===== config.mk =====
export PLATFORM = sky130hd
export DESIGN_NAME = dcdi_core
export DESIGN_NICKNAME = d
export VERILOG_FILES = /design/src/dcdi_core.v /design/src/dcdi_id_rom.v
export VERILOG_INCLUDE_DIRS = /design/src /design/src/src
export SDC_FILE = /design/constraint.sdc
export NUM_CORES = 1
export LEC_CHECK = 0
export BUFFER_PORTS_ARGS = -buffer_cell sky130_fd_sc_hd__buf_2
export CAP_MARGIN = 0
export CORE_MARGIN = 10
export CORE_UTILIZATION = 30
export CTS_BUF_LIST = sky130_fd_sc_hd__clkbuf_4 sky130_fd_sc_hd__clkbuf_8
export CTS_CLUSTER_DIAMETER = 80
export DETAILED_ROUTE_END_ITERATION = 8
export PLACE_DENSITY = 0.51
export SLEW_MARGIN = 40
export SYNTH_ARGS = -nofsm -noshare
export SYNTH_HDL_FRONTEND = slang
export SYNTH_HIERARCHICAL = 1
export SYNTH_SLANG_ARGS = --single-unit
export TNS_END_PERCENT = 20

===== constraint.sdc =====
create_clock -name clk -period 6.1 [get_ports clk]
set_input_delay 1.22 -clock clk [delete_from_list [all_inputs] [get_ports clk]]
set_output_delay 1.22 -clock clk [all_outputs]
set_load 0.05 [all_outputs]

===== src/dcdi_regs.vh =====
// Constants of the disk command block: register offsets, bit fields,
// opcodes and timing figures. Assumes a 32-bit APB slave with byte offsets.
`ifndef DCDI_REGS_VH
`define DCDI_REGS_VH

// ----------------------------------------
// Register offsets
// ----------------------------------------
`define DCDI_OFF_DATA 8'h00
`define DCDI_OFF_ERRFEAT 8'h04
`define DCDI_OFF_SCNT 8'h08
`define DCDI_OFF_SNUM 8'h0C
`define DCDI_OFF_CYLL 8'h10
`define DCDI_OFF_CYLH 8'h14
`define DCDI_OFF_DH 8'h18
`define DCDI_OFF_CMDSTAT 8'h1C
`define DCDI_OFF_CFG 8'h20
`define DCDI_OFF_INFO 8'h24

// ----------------------------------------
// Fields and reset values
// ----------------------------------------
`define DCDI_ST_BSY 7
`define DCDI_ST_DRDY 6
`define DCDI_ST_DRQ 3
`define DCDI_ST_ERR 0
`define DCDI_ER_MCR 3
`define DCDI_ER_ABRT 2
`define DCDI_DH_DEV 4
`define DCDI_CFG_DEV1 0
`define DCDI_CFG_DOOR 1
`define DCDI_CFG_READY 2
`define DCDI_CFG_MCSUP 3
`define DCDI_CFG_MCACC 4
`define DCDI_CFG_REMOV 5
`define DCDI_CFG_ATAPI 6
`define DCDI_CFG_RESET 8'h2E
`define DCDI_DIAG_PASS 7'h01
`define DCDI_DIAG_FAIL 7'h00
`define DCDI_REG_ZERO 8'h00
`define DCDI_REG_ONE 8'h01

// ----------------------------------------
// Opcodes and subcommands
// ----------------------------------------
`define DCDI_OP_LOCK 8'hDE
`define DCDI_OP_UNLOCK 8'hDF
`define DCDI_OP_EJECT 8'hED
`define DCDI_OP_MCODE 8'h92
`define DCDI_OP_DIAG 8'h90
`define DCDI_OP_IDENT 8'hEC
`define DCDI_MC_TEMP 8'h01
`define DCDI_MC_SAVE 8'h07
`define DCDI_ID_LAST 8'hFF
`define DCDI_WORDS_PER_SECTOR 256

// ----------------------------------------
// Timing
// ----------------------------------------
`define DCDI_CLK_KHZ 25000
`define DCDI_T_BSY_SET_NS 400
`define DCDI_T_PDIAG_REL_MS 1
`define DCDI_T_DEV1_DONE_MS 5000
`define DCDI_T_DEV0_WAIT_MS 6000

`endif


===== src/dcdi_core.v =====
// Command block of an attached disk: door unlock, microcode download,
// self-diagnostic with the partner device, and identification readout.
// Assumes an APB master on the register side and an open-drain PDIAG- line.
`timescale 1ns/1ps
`include "dcdi_regs.vh"

module dcdi_core #(
    parameter DIAG_RUN_CYC = 64,
    parameter [27:0] WAIT0_CYC = `DCDI_T_DEV0_WAIT_MS * `DCDI_CLK_KHZ,
    parameter [27:0] DONE1_CYC = `DCDI_T_DEV1_DONE_MS * `DCDI_CLK_KHZ
) (
    input wire clk,
    input wire srst,
    input wire ce,
    input wire psel,
    input wire penable,
    input wire pwrite,
    input wire [7:0] paddr,
    input wire [31:0] pwdata,
    output reg [31:0] prdata,
    output reg pready,
    output reg pslverr,
    output reg intrq,
    input wire pdiag_n,
    output reg pdiag_n_drv,
    output reg pdiag_n_oe,
    input wire dev1_detect,
    input wire mcr_button,
    input wire selftest_fail,
    input wire [6:0] selftest_code
);

    // ----------------------------------------
    // States
    // ----------------------------------------
    localparam [2:0] ST_IDLE = 3'd0;
    localparam [2:0] ST_DIAG_RUN = 3'd1;
    localparam [2:0] ST_DIAG_WAIT = 3'd2;
    localparam [2:0] ST_ID_PREP = 3'd3;
    localparam [2:0] ST_ID_XFER = 3'd4;
    localparam [2:0] ST_MC_XFER = 3'd5;
    localparam [31:0] RUN_CYC_FULL = DIAG_RUN_CYC;
    localparam [27:0] RUN_CYC = RUN_CYC_FULL[27:0];

    reg [2:0] state_reg;
    reg [7:0] feat_reg;
    reg [7:0] scnt_reg;
    reg [7:0] snum_reg;
    reg [7:0] cyll_reg;
    reg [7:0] cylh_reg;
    reg [7:0] dh_reg;
    reg [7:0] err_reg;
    reg [7:0] cfg_reg;
    reg bsy_reg;
    reg drdy_reg;
    reg drq_reg;
    reg errst_reg;
    reg locked_reg;
    reg present_reg;
    reg capture_reg;
    reg [27:0] timer_reg;
    reg [23:0] wcnt_reg;
    reg [7:0] idx_reg;
    reg [7:0] idx_next;
    wire [15:0] id_word;

    wire setup = psel & ~penable;
    wire xfer_done = psel & penable & pready;
    wire wr = xfer_done & pwrite;
    wire rd = xfer_done & ~pwrite;
    wire [7:0] status = {bsy_reg, drdy_reg, 2'b00, drq_reg, 2'b00, errst_reg};
    wire role_dev1 = cfg_reg[`DCDI_CFG_DEV1];
    wire dev_ready = cfg_reg[`DCDI_CFG_READY];
    wire selected = (dh_reg[`DCDI_DH_DEV] == role_dev1);
    wire [6:0] own_code = ~selftest_fail ? `DCDI_DIAG_PASS :
        ((selftest_code == `DCDI_DIAG_PASS) ? `DCDI_DIAG_FAIL : selftest_code);
    wire cmd_wr = wr & (paddr == `DCDI_OFF_CMDSTAT) & ~bsy_reg;
    wire reg_wr = wr & ~bsy_reg;
    wire data_pop = rd & (paddr == `DCDI_OFF_DATA) & (state_reg == ST_ID_XFER);
    wire data_push = wr & (paddr == `DCDI_OFF_DATA) & (state_reg == ST_MC_XFER);
    wire status_rd = rd & (paddr == `DCDI_OFF_CMDSTAT);

    // ----------------------------------------
    // Register decode
    // ----------------------------------------
    function is_mapped;
        input [7:0] a;
        begin
            is_mapped = (a[1:0] == 2'b00) && (a <= `DCDI_OFF_INFO);
        end
    endfunction

    function [31:0] read_mux;
        input [7:0] a;
        begin
            case (a)
                `DCDI_OFF_DATA: read_mux = {16'h0000, id_word};
                `DCDI_OFF_ERRFEAT: read_mux = {24'h00_0000, err_reg};
                `DCDI_OFF_SCNT: read_mux = {24'h00_0000, scnt_reg};
                `DCDI_OFF_SNUM: read_mux = {24'h00_0000, snum_reg};
                `DCDI_OFF_CYLL: read_mux = {24'h00_0000, cyll_reg};
                `DCDI_OFF_CYLH: read_mux = {24'h00_0000, cylh_reg};
                `DCDI_OFF_DH: read_mux = {24'h00_0000, dh_reg};
                `DCDI_OFF_CMDSTAT: read_mux = {24'h00_0000, status};
                `DCDI_OFF_CFG: read_mux = {24'h00_0000, cfg_reg};
                `DCDI_OFF_INFO: read_mux = {26'h000_0000, state_reg, mcr_button & ~locked_reg,
                    present_reg, locked_reg};
                default: read_mux = 32'h0000_0000;
            endcase
        end
    endfunction

    // ----------------------------------------
    // Identification store
    // ----------------------------------------
    // ascending word order
    always @* begin
        idx_next = idx_reg;
        if (cmd_wr) begin
            idx_next = 8'h00;
        end else if (data_pop) begin
            idx_next = idx_reg + 8'h01;
        end
    end

    dcdi_id_rom u_rom (
        .clk(clk),
        .ce(ce),
        .addr(idx_next),
        .removable(cfg_reg[`DCDI_CFG_REMOV]),
        .atapi(cfg_reg[`DCDI_CFG_ATAPI]),
        .q(id_word)
    );

    // ----------------------------------------
    // APB slave, zero wait states
    // ----------------------------------------
    always @(posedge clk) begin
        if (srst) begin
            prdata <= 32'h0000_0000;
            pready <= 1'b0;
            pslverr <= 1'b0;
        end else if (ce) begin
            if (setup) begin
                pready <= 1'b1;
                pslverr <= ~is_mapped(paddr);
                prdata <= pwrite ? 32'h0000_0000 : read_mux(paddr);
            end else if (xfer_done) begin
                pready <= 1'b0;
                pslverr <= 1'b0;
            end
        end
    end

    // ----------------------------------------
    // Command engine
    // ----------------------------------------
    always @(posedge clk) begin
        if (srst) begin
            state_reg <= ST_IDLE;
            feat_reg <= `DCDI_REG_ZERO;
            scnt_reg <= `DCDI_REG_ONE;
            snum_reg <= `DCDI_REG_ONE;
            cyll_reg <= `DCDI_REG_ZERO;
            cylh_reg <= `DCDI_REG_ZERO;
            dh_reg <= `DCDI_REG_ZERO;
            err_reg <= `DCDI_REG_ONE;
            cfg_reg <= `DCDI_CFG_RESET;
            bsy_reg <= 1'b0;
            drdy_reg <= 1'b1;
            drq_reg <= 1'b0;
            errst_reg <= 1'b0;
            locked_reg <= 1'b0;
            present_reg <= 1'b0;
            capture_reg <= 1'b1;
            timer_reg <= 28'h000_0000;
            wcnt_reg <= 24'h00_0000;
            idx_reg <= 8'h00;
            intrq <= 1'b0;
            pdiag_n_drv <= 1'b0;
            pdiag_n_oe <= 1'b0;
        end else if (ce) begin
            idx_reg <= idx_next;
            if (capture_reg) begin
                capture_reg <= 1'b0;
                present_reg <= dev1_detect;
            end
            if (status_rd | cmd_wr) begin
                intrq <= 1'b0;
            end
            if (reg_wr) begin
                case (paddr)
                    `DCDI_OFF_ERRFEAT: feat_reg <= pwdata[7:0];
                    `DCDI_OFF_SCNT: scnt_reg <= pwdata[7:0];
                    `DCDI_OFF_SNUM: snum_reg <= pwdata[7:0];
                    `DCDI_OFF_CYLL: cyll_reg <= pwdata[7:0];
                    `DCDI_OFF_CYLH: cylh_reg <= pwdata[7:0];
                    `DCDI_OFF_DH: dh_reg <= pwdata[7:0];
                    `DCDI_OFF_CFG: cfg_reg <= pwdata[7:0];
                    default: ;
                endcase
            end
            case (state_reg)
                ST_IDLE: begin
                    timer_reg <= 28'h000_0000;
                    if (cmd_wr & (selected | (pwdata[7:0] == `DCDI_OP_DIAG))) begin
                        errst_reg <= 1'b0;
                        err_reg <= `DCDI_REG_ZERO;
                        case (pwdata[7:0])
                            `DCDI_OP_DIAG: begin
                                bsy_reg <= 1'b1;
                                drdy_reg <= 1'b0;
                                pdiag_n_oe <= 1'b0;
                                state_reg <= ST_DIAG_RUN;
                            end
                            `DCDI_OP_IDENT: begin
                                bsy_reg <= 1'b1;
                                state_reg <= ST_ID_PREP;
                            end
                            `DCDI_OP_MCODE: begin
                                if (~cfg_reg[`DCDI_CFG_MCSUP] |
                                    ((feat_reg != `DCDI_MC_TEMP) &
                                     (feat_reg != `DCDI_MC_SAVE))) begin
                                    err_reg[`DCDI_ER_ABRT] <= 1'b1;
                                    errst_reg <= 1'b1;
                                    intrq <= 1'b1;
                                end else if ({snum_reg, scnt_reg} == 16'h0000) begin
                                    intrq <= 1'b1;
                                end else begin
                                    wcnt_reg <= {snum_reg, scnt_reg, 8'h00};
                                    drq_reg <= 1'b1;
                                    state_reg <= ST_MC_XFER;
                                end
                            end
                            `DCDI_OP_UNLOCK, `DCDI_OP_EJECT: begin
                                if (~cfg_reg[`DCDI_CFG_DOOR] | ~dev_ready) begin
                                    err_reg[`DCDI_ER_ABRT] <= 1'b1;
                                    errst_reg <= 1'b1;
                                end else begin
                                    locked_reg <= 1'b0;
                                end
                                intrq <= 1'b1;
                            end
                            `DCDI_OP_LOCK: begin
                                if (~cfg_reg[`DCDI_CFG_DOOR] | ~dev_ready) begin
                                    err_reg[`DCDI_ER_ABRT] <= 1'b1;
                                    errst_reg <= 1'b1;
                                end else if (locked_reg & mcr_button) begin
                                    err_reg[`DCDI_ER_MCR] <= 1'b1;
                                    errst_reg <= 1'b1;
                                end else begin
                                    locked_reg <= 1'b1;
                                end
                                intrq <= 1'b1;
                            end
                            default: begin
                                err_reg[`DCDI_ER_ABRT] <= 1'b1;
                                errst_reg <= 1'b1;
                                intrq <= 1'b1;
                            end
                        endcase
                    end
                end
                ST_DIAG_RUN: begin
                    timer_reg <= timer_reg + 28'h000_0001;
                    if ((timer_reg >= RUN_CYC - 28'h000_0001) |
                        (timer_reg >= DONE1_CYC - 28'h000_0002)) begin
                        cyll_reg <= `DCDI_REG_ZERO;
                        cylh_reg <= `DCDI_REG_ZERO;
                        dh_reg <= `DCDI_REG_ZERO;
                        scnt_reg <= `DCDI_REG_ONE;
                        snum_reg <= `DCDI_REG_ONE;
                        err_reg <= {1'b0, own_code};
                        if (role_dev1) begin
                            pdiag_n_oe <= ~selftest_fail;
                            bsy_reg <= 1'b0;
                            drdy_reg <= 1'b1;
                            intrq <= 1'b1;
                            state_reg <= ST_IDLE;
                        end else begin
                            state_reg <= ST_DIAG_WAIT;
                        end
                    end
                end
                ST_DIAG_WAIT: begin
                    timer_reg <= timer_reg + 28'h000_0001;
                    if (~present_reg | ~pdiag_n) begin
                        bsy_reg <= 1'b0;
                        drdy_reg <= 1'b1;
                        intrq <= 1'b1;
                        state_reg <= ST_IDLE;
                    end else if (timer_reg >= WAIT0_CYC - 28'h000_0002) begin
                        err_reg[7] <= 1'b1;
                        bsy_reg <= 1'b0;
                        drdy_reg <= 1'b1;
                        intrq <= 1'b1;
                        state_reg <= ST_IDLE;
                    end
                end
                ST_ID_PREP: begin
                    drq_reg <= 1'b1;
                    bsy_reg <= 1'b0;
                    intrq <= 1'b1;
                    state_reg <= ST_ID_XFER;
                end
                ST_ID_XFER: begin
                    if (data_pop & (idx_reg == `DCDI_ID_LAST)) begin
                        drq_reg <= 1'b0;
                        state_reg <= ST_IDLE;
                    end
                end
                ST_MC_XFER: begin
                    if (data_push) begin
                        wcnt_reg <= wcnt_reg - 24'h00_0001;
                        if (wcnt_reg == 24'h00_0001) begin
                            drq_reg <= 1'b0;
                            intrq <= 1'b1;
                            state_reg <= ST_IDLE;
                            if (~cfg_reg[`DCDI_CFG_MCACC]) begin
                                err_reg[`DCDI_ER_ABRT] <= 1'b1;
                                errst_reg <= 1'b1;
                            end
                        end
                    end
                end
                default: state_reg <= ST_IDLE;
            endcase
        end
    end

endmodule // dcdi_core


===== src/dcdi_id_rom.v =====
// Identification block store: 256 words, read data registered.
// Assumes the caller presents the address one cycle before it wants the word.
`timescale 1ns/1ps

module dcdi_id_rom #(
    parameter [319:0] MODEL = "GENERIC DISK MODEL                      ",
    parameter [159:0] SERIAL = "0000000000000000001 ",
    parameter [63:0] FIRMWARE = "REV 1.0 ",
    parameter [15:0] CYLS = 16'h0400,
    parameter [15:0] HEADS = 16'h0010,
    parameter [15:0] SECTS = 16'h003F,
    parameter [31:0] CAPACITY = 32'h000F_C000
) (
    input wire clk,
    input wire ce,
    input wire [7:0] addr,
    input wire removable,
    input wire atapi,
    output reg [15:0] q
);

    reg [15:0] word;
    integer k;

    // Reserved words and bits fall through to zero; text puts the first
    // character of each pair in the upper byte; 32-bit values send low half first.
    always @* begin
        k = addr;
        word = 16'h0000;
        case (1'b1)
            (k == 0): word = {atapi, 7'h00, removable, ~removable, 6'h00};
            (k == 1): word = CYLS;
            (k == 3): word = HEADS;
            (k == 6): word = SECTS;
            (k >= 10 && k <= 19): word = SERIAL[159 - 16 * (k - 10) -: 16];
            (k >= 23 && k <= 26): word = FIRMWARE[63 - 16 * (k - 23) -: 16];
            (k >= 27 && k <= 46): word = MODEL[319 - 16 * (k - 27) -: 16];
            (k == 49): word = 16'h0200;
            (k == 57 || k == 60): word = CAPACITY[15:0];
            (k == 58 || k == 61): word = CAPACITY[31:16];
            default: word = 16'h0000;
        endcase
    end

    always @(posedge clk) begin
        if (ce) begin
            q <= word;
        end
    end

endmodule // dcdi_id_rom


# Word-level counts from Yosys, hierarchy flattened

Cells that the tools add are included.

Register bits after elaboration: 186
Input port bits: 57
Output and inout port bits: 37
Word-level logic and storage cells: 307

Add/sub/neg operators: 9
Order comparisons: 10
Eq/ne operators: 55
Shift-type cells: 3
Multiplexer cells: 119
Bitwise operators: 36
Reductions and logical operators: 44

Operator list:

| cell                       | count |
|---|---|
| $shiftx 335x32->16 const A | 1 |
| $mux 8                     | 24 |
| $shiftx 175x32->16 const A | 1 |
| $pmux 16 s10               | 1 |
| $mux 16                    | 9 |
| $mux 24                    | 5 |
| $shiftx 79x32->16 const A  | 1 |
| $eq 8x8->1 const B         | 7 |
| $pmux 28 s2                | 1 |
| $mux 1                     | 48 |
| $pmux 24 s2                | 1 |
| $eq 8x7->1 const B         | 5 |
| $reduce_and 7->1           | 5 |
| $eq 8x5->1 const B         | 4 |
| $mux 32                    | 1 |
| $sub 10x32->32 const A     | 1 |
| $sub 7x32->32 const A      | 1 |
| $sub 9x32->32 const A      | 1 |
| $add 28x1->28 const B      | 1 |
| $ge 28x27->1 const B       | 1 |
| $ge 28x28->1 const B       | 1 |
| $ge 28x6->1 const B        | 1 |
| $ne 2x2->1 const B         | 14 |
| $mux 3                     | 9 |
| 55 further kinds           | 132 |

# Longest topological paths before layout

Gate-level depths: netlist of run 1.

Depth in word-level cells: 19
Mapped depth: 17
Gate-level depth less buffers: 16

# Modules after synthesis

Netlist of run 1, hierarchy kept.

By module, submodules not included:

| module      | instances | cells an instance | area an instance (sq um) | sequential area each (sq um) |
|---|---|---|---|---|
| dcdi_core   | 1         | 1,037             | 8,199.1                  | 3,083.0 |
| dcdi_id_rom | 1         | 262               | 2,159.6                  | 480.5 |

# Least setup slack after synthesis of run 1

No wires, ideal clock.

Kind: in2reg
Start point: in paddr[5]
End point: reg u_rom.q[8], data pin
Library setup time: 0.264 ns
Arrival: 5.066 ns
Data required time: 5.836 ns
Slack: 0.770 ns
Stages: 17
Path buffers: 2
Cell sequence: or4_1 > clkbuf_1 > nor2_1 > nand4_1 > xor2_1 > nor2_1 > inv_1 > ha_1 > a21oi_2 > xnor2_1 > ha_1 > buf_1 > xnor2_1 > o41ai_1 > o31a_4 > a31oi_1 > o32ai_1

Cells in the longest elaborated chain, start to end: 11
Elaborated cells on any way between the ends: 36
Those cells by class: add/sub (6); order compare (6); eq/ne (5); shift (3); mux (6); bitwise (4); reduce/logical (6)

RTL lines:

| what                     | line             | source |
|---|---|---|
| start: declaration       | dcdi_core.v:18   | `input wire [7:0] paddr,` |
| $logic_not 8->1          | n/a              |  |
| $and 1x1->1 (2 in a row) | dcdi_core.v:79   | `` wire data_pop = rd & (paddr == `DCDI_OFF_DATA) & (state_reg == ST_ID_XFER); `` |
| $mux 8                   | dcdi_core.v:121  | `end else if (data_pop) begin` |
| $mux 8 *                 | dcdi_core.v:119  | `if (cmd_wr) begin` |
| named net idx_next[2]    | dcdi_core.v:64   | `reg [7:0] idx_next;` |
| $sub 8x5->9              | dcdi_id_rom.v:37 | `(k >= 27 && k <= 46): word = MODEL[319 - 16 * (k - 27) -: 16];` |
| $sub 10x32->32           | dcdi_id_rom.v:37 |  |
| $shiftx 335x32->16       | dcdi_id_rom.v:37 |  |
| $mux 16 (3 in a row)     | dcdi_id_rom.v:30 | `case (1'b1)` |
| end signal: assignment   | dcdi_id_rom.v:47 | `q <= word;` |
| end: declaration         | dcdi_id_rom.v:19 | `output reg [15:0] q` |

Mark *: on every way through the listed nets, which the timed path passes. The rest lies on a longest branch.
A chain may end at the register's enable or synchronous reset.

# Final worst setup path of run 1

Start point: in pwrite
End point: reg u_rom.q[8], data pin

Cells in the longest elaborated chain, start to end: 12
Elaborated cells on any way between the ends: 37
Those cells by class: add/sub (6); order compare (6); eq/ne (4); shift (3); mux (6); bitwise (7); reduce/logical (5)

RTL lines:

| what                     | line             | source |
|---|---|---|
| start: declaration       | dcdi_core.v:17   | `input wire pwrite,` |
| $not 1->1                | dcdi_core.v:70   | `wire rd = xfer_done & ~pwrite;` |
| $and 1x1->1              | dcdi_core.v:70   |  |
| $and 1x1->1 (2 in a row) | dcdi_core.v:79   |  |
| $mux 8                   | dcdi_core.v:121  |  |
| $mux 8 *                 | dcdi_core.v:119  |  |
| named net idx_next[3]    | dcdi_core.v:64   |  |
| $sub 8x5->9              | dcdi_id_rom.v:37 |  |
| $sub 10x32->32           | dcdi_id_rom.v:37 |  |
| $shiftx 335x32->16       | dcdi_id_rom.v:37 |  |
| $mux 16 (3 in a row)     | dcdi_id_rom.v:30 |  |

Marked as above.

==> results of run 1 <==
-- how the worst max path moves through the flow --
stage / slack (ns) / startpoint / end
after floorplan: 0.77 / paddr[5] / u_rom/q[8]
after CTS: 0.94 / paddr[5] / u_rom/q[6]
after global placement: 0.49 / paddr[5] / u_rom/q[6]
final: 1.01 / pwrite / u_rom/q[8]
after global routing: 0.68 / pwrite / u_rom/q[2]
after detailed placement: 0.44 / paddr[5] / u_rom/q[6]
-- power groups by stage --
stage / Sequential (mW) / Clock, mW / Combinational, mW
after floorplan: 1.16 / 0 / 0.0819
after global placement: 1.17 / 0 / 0.117
after detailed placement: 1.17 / 0 / 0.118
after CTS: 1.14 / 0.815 / 0.118
after global routing: 1.14 / 0.860 / 0.127
final: 1.14 / 0.790 / 0.119
-- cells by family after synthesis --
group | Yosys count | share of synthesized area (%)
buf+inv | 135 | 5.86
compound gates | 336 | 22.8
other cells | 1 | 0.0362
fa+ha+maj | 20 | 2.37
xor+xnor | 40 | 3.84
mux | 28 | 2.72
flops | 170 | 34.4
simple gates | 569 | 28.0
-- layer usage --
layer | global-route usage [%] | up-vias
li1 | - | 4825
met1 | 22.5 | 4863
met2 | 25.5 | 334
met3 | 2.61 | 34
met4 | 4.56 | 0
met5 | 0 | -
-- worst max-delay path, cell delays in order --
cell	delay [ns]
buf_2	0.17
nor4b_1	0.57
nand4_1	0.17
buf_4	0.21
nor2_1	0.17
nand2_1	0.09
a21oi_1	0.54
ha_1	0.48
a21o_4	0.21
a21oi_2	0.07
xnor2_1	0.52
nor4_1	0.12
o31a_4	0.41
a31oi_1	0.17
o32ai_1	0.16
-- metrics by stage --
| stage | instance area, um2 | instances | hold slack (ns) | total power [mW] |
|---|---|---|---|---|
| global route | 11400 | 1772 | 0.484 | 2.13 |
| CTS | 11400 | 1770 | 0.464 | 2.07 |
| global placement | 11000 | 1736 | 0.444 | 1.28 |
| detailed placement | 11000 | 1738 | 0.449 | 1.28 |
| floorplan | 10400 | 1315 | 0.432 | 1.25 |
| finish | 11400 | 1773 | 0.463 | 2.05 |
-- cell type report --
| cell class | instances | area share (%) |
|---|---|---|
| clock inverter | 12 | 0.965 |
| timing repair buffer | 80 | 4.21 |
| tap | 448 | 4.91 |
| inverter | 30 | 0.987 |
| sequential | 170 | 31.2 |
| antenna | 3 | 0.0658 |
| clock buffer | 20 | 2.30 |
| multi-input combinational | 1010 | 55.3 |
-- cells in the mapped netlist, types with 7 or more instances --
cell type | number | area [um2]
a31oi_1 | 15 | 93.8
a22oi_1 | 32 | 240
o21ai_0 | 45 | 225
nand2b_1 | 11 | 68.8
mux2i_1 | 27 | 270
and3_1 | 18 | 113
edfxtp_1 | 16 | 480
or4_1 | 13 | 97.6
and2_1 | 10 | 62.6
clkbuf_1 | 66 | 248
a22o_1 | 9 | 78.8
nand4_1 | 26 | 163
buf_2 | 10 | 50.1
xor2_1 | 21 | 184
inv_1 | 29 | 109
nor2_1 | 163 | 612
xnor2_1 | 15 | 131
ha_1 | 18 | 225
nor3_1 | 41 | 205
nor2b_1 | 9 | 56.3
buf_4 | 19 | 143
a32oi_1 | 39 | 342
nor4_1 | 26 | 163
nand3b_1 | 7 | 52.6
and4_1 | 10 | 87.6
dfxtp_1 | 154 | 3080
or2_2 | 8 | 50.1
o31ai_1 | 7 | 52.6
or3_1 | 10 | 62.6
nand2_1 | 130 | 488
a211oi_1 | 9 | 67.6
a21oi_1 | 75 | 375
buf_1 | 7 | 26.3
o21ai_1 | 26 | 130
nand3_1 | 48 | 240
==> results.md, run 1 <==
- Fillers: 3616
- Clock share of power: 38.5%
- Post_cts resized: 0
- Final critical-path required period: 5.09 ns
- Post-Syn Area per Cell: 7.97 um2
- Final ANT Viol Nets: 0
- Die Width: 206 um
- Setup CP Type: in2reg
- Rows: 67
- Clock root cell: clkbuf_8
- Clock sink total: 170
- Max layer used: met4
- Leak: 3.90 nW
- WL/cell: 19.7 um
- Most common cell after layout, fill and taps aside: nor2_1
- Final wirelength: 34900 um
- # IOs: 94
- P per Cell Area: 180 nW/um2
- Gate power share: 5.8%
- Internal: 1.47 mW
- Skew final: 0.0171 ns
- Synth async-reset ratio: 0%
- Largest net degree at the start of global routing: 74
- Critical Path RT: 6.30 ns
- DR iter-0 viols: 976
- Initial antenna violation count: 3
- Max Transition Viols Final: 0
- # hold bufs at CTS: 0
- GP Congestion: 0.881
- Layout net count: 1384
- Register area: 3560 um2
- Setup violators final: 0
- M1 wire length: 16000 um
- Slew headroom: 44.9%
- Clock Latency Late Sink: 0.48 ns
- Worst Reg-to-Reg Cells: 15
- GRT Residual Overflow: 0
- Hold EP: prdata[3]
- Share of post-route cells with drive strength above 1: 12.4%
- DIE AREA: 42400 um2
- Max_cap viols: 0
- Critical Path AT: 5.29 ns
- Hold Path Class: reg2reg
- Reg2reg start: state_reg[1]
- Commonest non-fill, non-tap cells in the layout: 163 x nor2_1, 154 x dfxtp_1, 129 x nand2_1
- DR vias: 10.1k
- CTS tree: yes
- Post-CTS setup buffer count: 0
- Max FFs per register: 28
- Mapped Cells: 1299
- Htree depth: 4
- Unique cell type count in the Yosys netlist: 102
- Drt drc: 0
- Clock-pin slew of the registers on the worst-case setup and hold paths: 0.10 ns
- CP Launch Type: input pin
- DR pass1 iterations: 5
- Worst-path maximum fanout: 11
- Peak VDD IR: 133 uV
- Min setup slack post-route: 1.01 ns
- Die H: 206 um
- Final Util: 33.8%
- RSZ-0062 raised after global routing: false
- Switching Power: 0.579 mW
- Vias in the first global route: 9183
- Bufs on Longest Clock Path: 2
- Synth-to-Final Area Change: 10.1%
- Ys flop type: dfxtp_1
- Seq cells post-synth: 170
- WL met2: 16200 um
- Outcome: finished clean
- Netlist Area Pre-Place: 10400 um2
- Seq/Total Area, Yosys: 34.4%
- Port Buf Inserts: 52
- Seq pwr share: 55.6%
- Setup TNS: 0 ns
- CP Capture Type: flip-flop
- Yosys warning total: 6
- CTS Buf Count: 17
- Dpl ws: 0.441 ns
- Post-DP HPWL: 24700 um
- Min-delay src: prdata[3]
- Vias per std cell: 5.67
- Reg2Reg Setup Slack: 1.38 ns
- Number of synthesized flops with an enable pin: 16
- Hold Violations, Final: 0
- First-pass GRT wire length: 54700 um
- Hold depth: 2
- Gr usage total: 16.2%
- Area taken by multi-input logic gates: 6310 um2
- Switch share: 28.2%
- Max Clock Freq: 197 MHz
- Worst-margin pin slew: 0.826 ns
- Initial core utilization: 30.7%
- DR WL met3: 2080 um
- Tcrit/Tclk final: 83.4%
- Core area: 33800 um2
- R2r endpoint: u_rom/q[8]
(Power assumes the default switching activity.)
==> run 2, diff against run 1 <==
--- a/config.mk
+++ b/config.mk
@@ -6,6 +6,7 @@
 export SDC_FILE = /design/constraint.sdc
 export NUM_CORES = 1
 export LEC_CHECK = 0
+export ABC_AREA = 1
 export BUFFER_PORTS_ARGS = -buffer_cell sky130_fd_sc_hd__buf_2
 export CAP_MARGIN = 0
 export CORE_MARGIN = 10
==> constraint.sdc (replaced) <==
create_clock -name clk -period 4.72 [get_ports clk]
set_input_delay 0.944 -clock clk [delete_from_list [all_inputs] [get_ports clk]]
set_output_delay 0.944 -clock clk [all_outputs]
set_load 0.05 [all_outputs]
==> run 2 against run 1 <==
Critical path depth up 6. Design area up 6.6%. Non-clock buffer count down 12. Power up 43%. Register-to-register slack worse by 0.52 ns. Critical path type unchanged. Synthesized cell count up 32%.
==> results.md, run 2 <==
- Outcome: finished clean
- Fillers: 4034 (+12%)
- P per Cell Area: 241 nW/um2 (+34%)
- Die H: 213 um (+3.3%)
- Post-Syn Area per Cell: 6.49 um2 (-19%)
- Critical Path RT: 4.95 ns (-1.35 ns)
- Crit-path cells: buf_2 -> inv_1 -> nand2_2 -> nor2_4 -> nand2_4 -> inv_1 -> nand2_1 -> nand2_1 -> inv_1 -> inv_1 -> ha_1 -> nand2_2 -> nand2_2 -> xor2_2 -> ha_1 -> nand3b_1 -> nand2_2 -> inv_1 -> o21ai_0 -> a31oi_1 -> o22ai_1
- Htree depth: 4 (unchanged)
- Share of post-route cells with drive strength above 1: 10.9% (-1.5 points)
- Top-area cell type share of the netlist area: 27.7% (-2.1 points)
- Number of synthesized flops with an enable pin: 16 (unchanged)
- Hold Path Class: reg2reg
- Setup CP Type: in2reg
- Switching Power: 0.885 mW (+53%)
- Area contributors post-synth: dfxtp_1 28%, nand2_1 13%, nor2_1 6.9%, inv_1 6.5%, o21ai_0 6.0%
- Yosys warning total: 6 (unchanged)
- Max_cap viols: 0 (unchanged)
- Clock-pin slew of the registers on the worst-case setup and hold paths: 0.10 ns (about the same)
- Crit path top cell by count: inv_1
- Leak: 5.35 nW (+37%)
- Clock sink total: 170 (unchanged)
- Clock Latency Late Sink: 0.49 ns (about the same)
- DR pass1 iterations: 5 (unchanged)
- Port Buf Inserts: 52 (unchanged)
- Setup violators final: 0 (unchanged)
- Bufs on Longest Clock Path: 2 (unchanged)
- Max Clock Freq: 248 MHz
- Initial core utilization: 30.4% (-0.23 points)
- CTS Buf Count: 17 (unchanged)
- Core area: 36600 um2 (+8.4%)
- Setup TNS: 0 ns (unchanged)
- Hold depth: 2 (unchanged)
- Internal: 2.05 mW (+39%)
- # hold bufs at CTS: 0 (unchanged)
- # IOs: 94 (unchanged)
- Seq cells post-synth: 170 (unchanged)
- Worst path slowest cell: a31oi_1
- Clock share of power: 34.9% (-3.6 points)
- Post-CTS setup buffer count: 0 (unchanged)
- CTS tree: yes
- Mapped Cells: 1716 (+32%)
- First-pass GRT wire length: 55000 um (+0.54%)
- DR vias: 11.0k (+9.8%)
- Final critical-path required period: 4.03 ns
- Design Power: 2.94 mW (+43%)
- Max FFs per register: 28 (unchanged)
- Worst-path maximum fanout: 13 (+2)
- Max Transition Viols Final: 0 (unchanged)
- Seq/Total Area, Yosys: 32.0% (-2.4 points)
- Synth-to-Final Area Change: 9.23%
- Worst-margin pin slew: 0.801 ns (-0.0253 ns)
- Most common cell in the synthesized netlist: nand2_1
- Final wirelength: 34400 um (-1.6%)
- Hold Violations, Final: 0 (unchanged)
- Post-DP HPWL: 25700 um (+4.0%)
- Switch share: 30.1% (+1.9 points)
- Slowest cell delay on critical path: 0.31 ns (-0.26 ns)
- RSZ-0062 raised after global routing: false
- Clock root cell: clkbuf_8
- CP Launch Type: input pin
- Skew final: 0.0171 ns (-0.0000745 ns)
- Initial antenna violation count: 2 (-1)
- Commonest non-fill, non-tap cells in the layout: 375 x nand2_1, 205 x nor2_1, 194 x inv_1
- Slew headroom: 46.6% (+1.6 points)
- GP Congestion: 0.877 (-0.43%)
- Ys flop type: dfxtp_1
- Die Width: 213 um (+3.3%)
- GRT Residual Overflow: 0 (unchanged)
- Peak VDD IR: 165 uV (+24%)
- DR iter-0 viols: 686 (-30%)
- Vias per std cell: 4.96 (-13%)
- Vias in the first global route: 10.4k (+13%)
- CP Capture Type: flip-flop
- Seq pwr share: 51.5% (-4.1 points)
- Critical Path AT: 4.25 ns (-1.04 ns)
- Min-delay src: feat_reg[6]
- Final ANT Viol Nets: 0 (unchanged)
- Post_cts resized: 0 (unchanged)
- Most common cell after layout, fill and taps aside: nand2_1
- Worst Reg-to-Reg Cells: 20 (+5)
- Worst Setup SP: paddr[0]
- Tcrit/Tclk final: 85.4%
- Rows: 70 (+4.5%)
- Synth async-reset ratio: 0% (unchanged)
- Register area: 3560 um2 (unchanged)
- Largest net degree at the start of global routing: 90 (+22%)
- Drt drc: 0 (unchanged)
- Gr usage total: 15.2% (-1.0 points)
- Area taken by multi-input logic gates: 6440 um2 (+2.1%)
- Netlist Area Pre-Place: 11100 um2 (+7.5%)
- Reg2reg start: state_reg[1]
- Unique cell type count in the Yosys netlist: 59 (-42%)
- Layout net count: 1818 (+31%)
- DIE AREA: 45200 um2 (+6.8%)
- Gate power share: 13.6% (+7.8 points)
- Synth area leader: dfxtp_1
- Top post-synthesis cells by count: 375 x nand2_1, 205 x nor2_1, 194 x inv_1
- WL/cell: 15.4 um (-22%)
run 2: routing by layer:
layer	track usage [%]	wire [um]
met5	0	0
met4	5.61	887
met3	2.40	1500
met2	24.8	15800
met1	19.8	16200
run 2: power groups by stage:
stage / logic, mW / registers [mW] / clock network, mW
final: 0.399 / 1.51 / 1.02
after global routing: 0.446 / 1.52 / 1.12
after CTS: 0.398 / 1.51 / 1.06
after detailed placement: 0.396 / 1.55 / 0
after global placement: 0.391 / 1.54 / 0
after floorplan: 0.302 / 1.54 / 0
run 2: area by class of cell:
| class | instances | share of cell area, % |
|---|---|---|
| multi-input combinational | 1272 | 53.0 |
| inverter | 214 | 6.62 |
| tap | 468 | 4.81 |
| clock buffer | 23 | 2.60 |
| antenna | 2 | 0.0411 |
| timing repair buffer | 68 | 3.18 |
| sequential | 170 | 29.3 |
| clock inverter | 9 | 0.504 |
run 2: worst max-delay path, delay by kind of cell:
kind / cells / cell delay (ns)
buf+inv: 6 / 0.78
simple gates: 9 / 1.36
compound gates: 3 / 0.59
fa+ha+maj: 2 / 0.41
xor+xnor: 1 / 0.18
run 2: path summary, 6_finish.rpt:
path,end,slack (ns)
hold reg to reg,feat_reg[6],0.46
hold / removal,feat_reg[6],0.46
setup reg to reg,u_rom/q[6],0.86
setup / recovery,u_rom/q[6],0.69
run 2: logic make-up (layout without fill, tap and decap cells):
group / count (synthesis) / in the layout / share of synthesized area, %
flip-flops: 170 / 170 / 32.0
AO/OA/AOI/OAI: 378 / 378 / 19.0
AND/OR/NAND/NOR: 832 / 832 / 33.9
other: 1 / 19 / 0.0337
XOR/XNOR: 27 / 27 / 2.26
buffers and inverters: 290 / 314 / 10.8
adder cells (fa/ha/maj): 18 / 18 / 2.02
run 2: per-stage QoR:
step | instance area (um2) | utilization, % | cells | setup slack, ns | hold slack (ns)
after floorplan | 11200 | - | 1732 | 0.297 | 0.429
after global placement | 11800 | 32.2 | 2192 | 0.309 | 0.441
after detailed placement | 11800 | 32.2 | 2192 | 0.285 | 0.448
after CTS | 12200 | 33.2 | 2224 | 0.792 | 0.462
after global routing | 12200 | 33.2 | 2225 | 0.326 | 0.491
final | 12200 | 33.2 | 2226 | 0.691 | 0.465
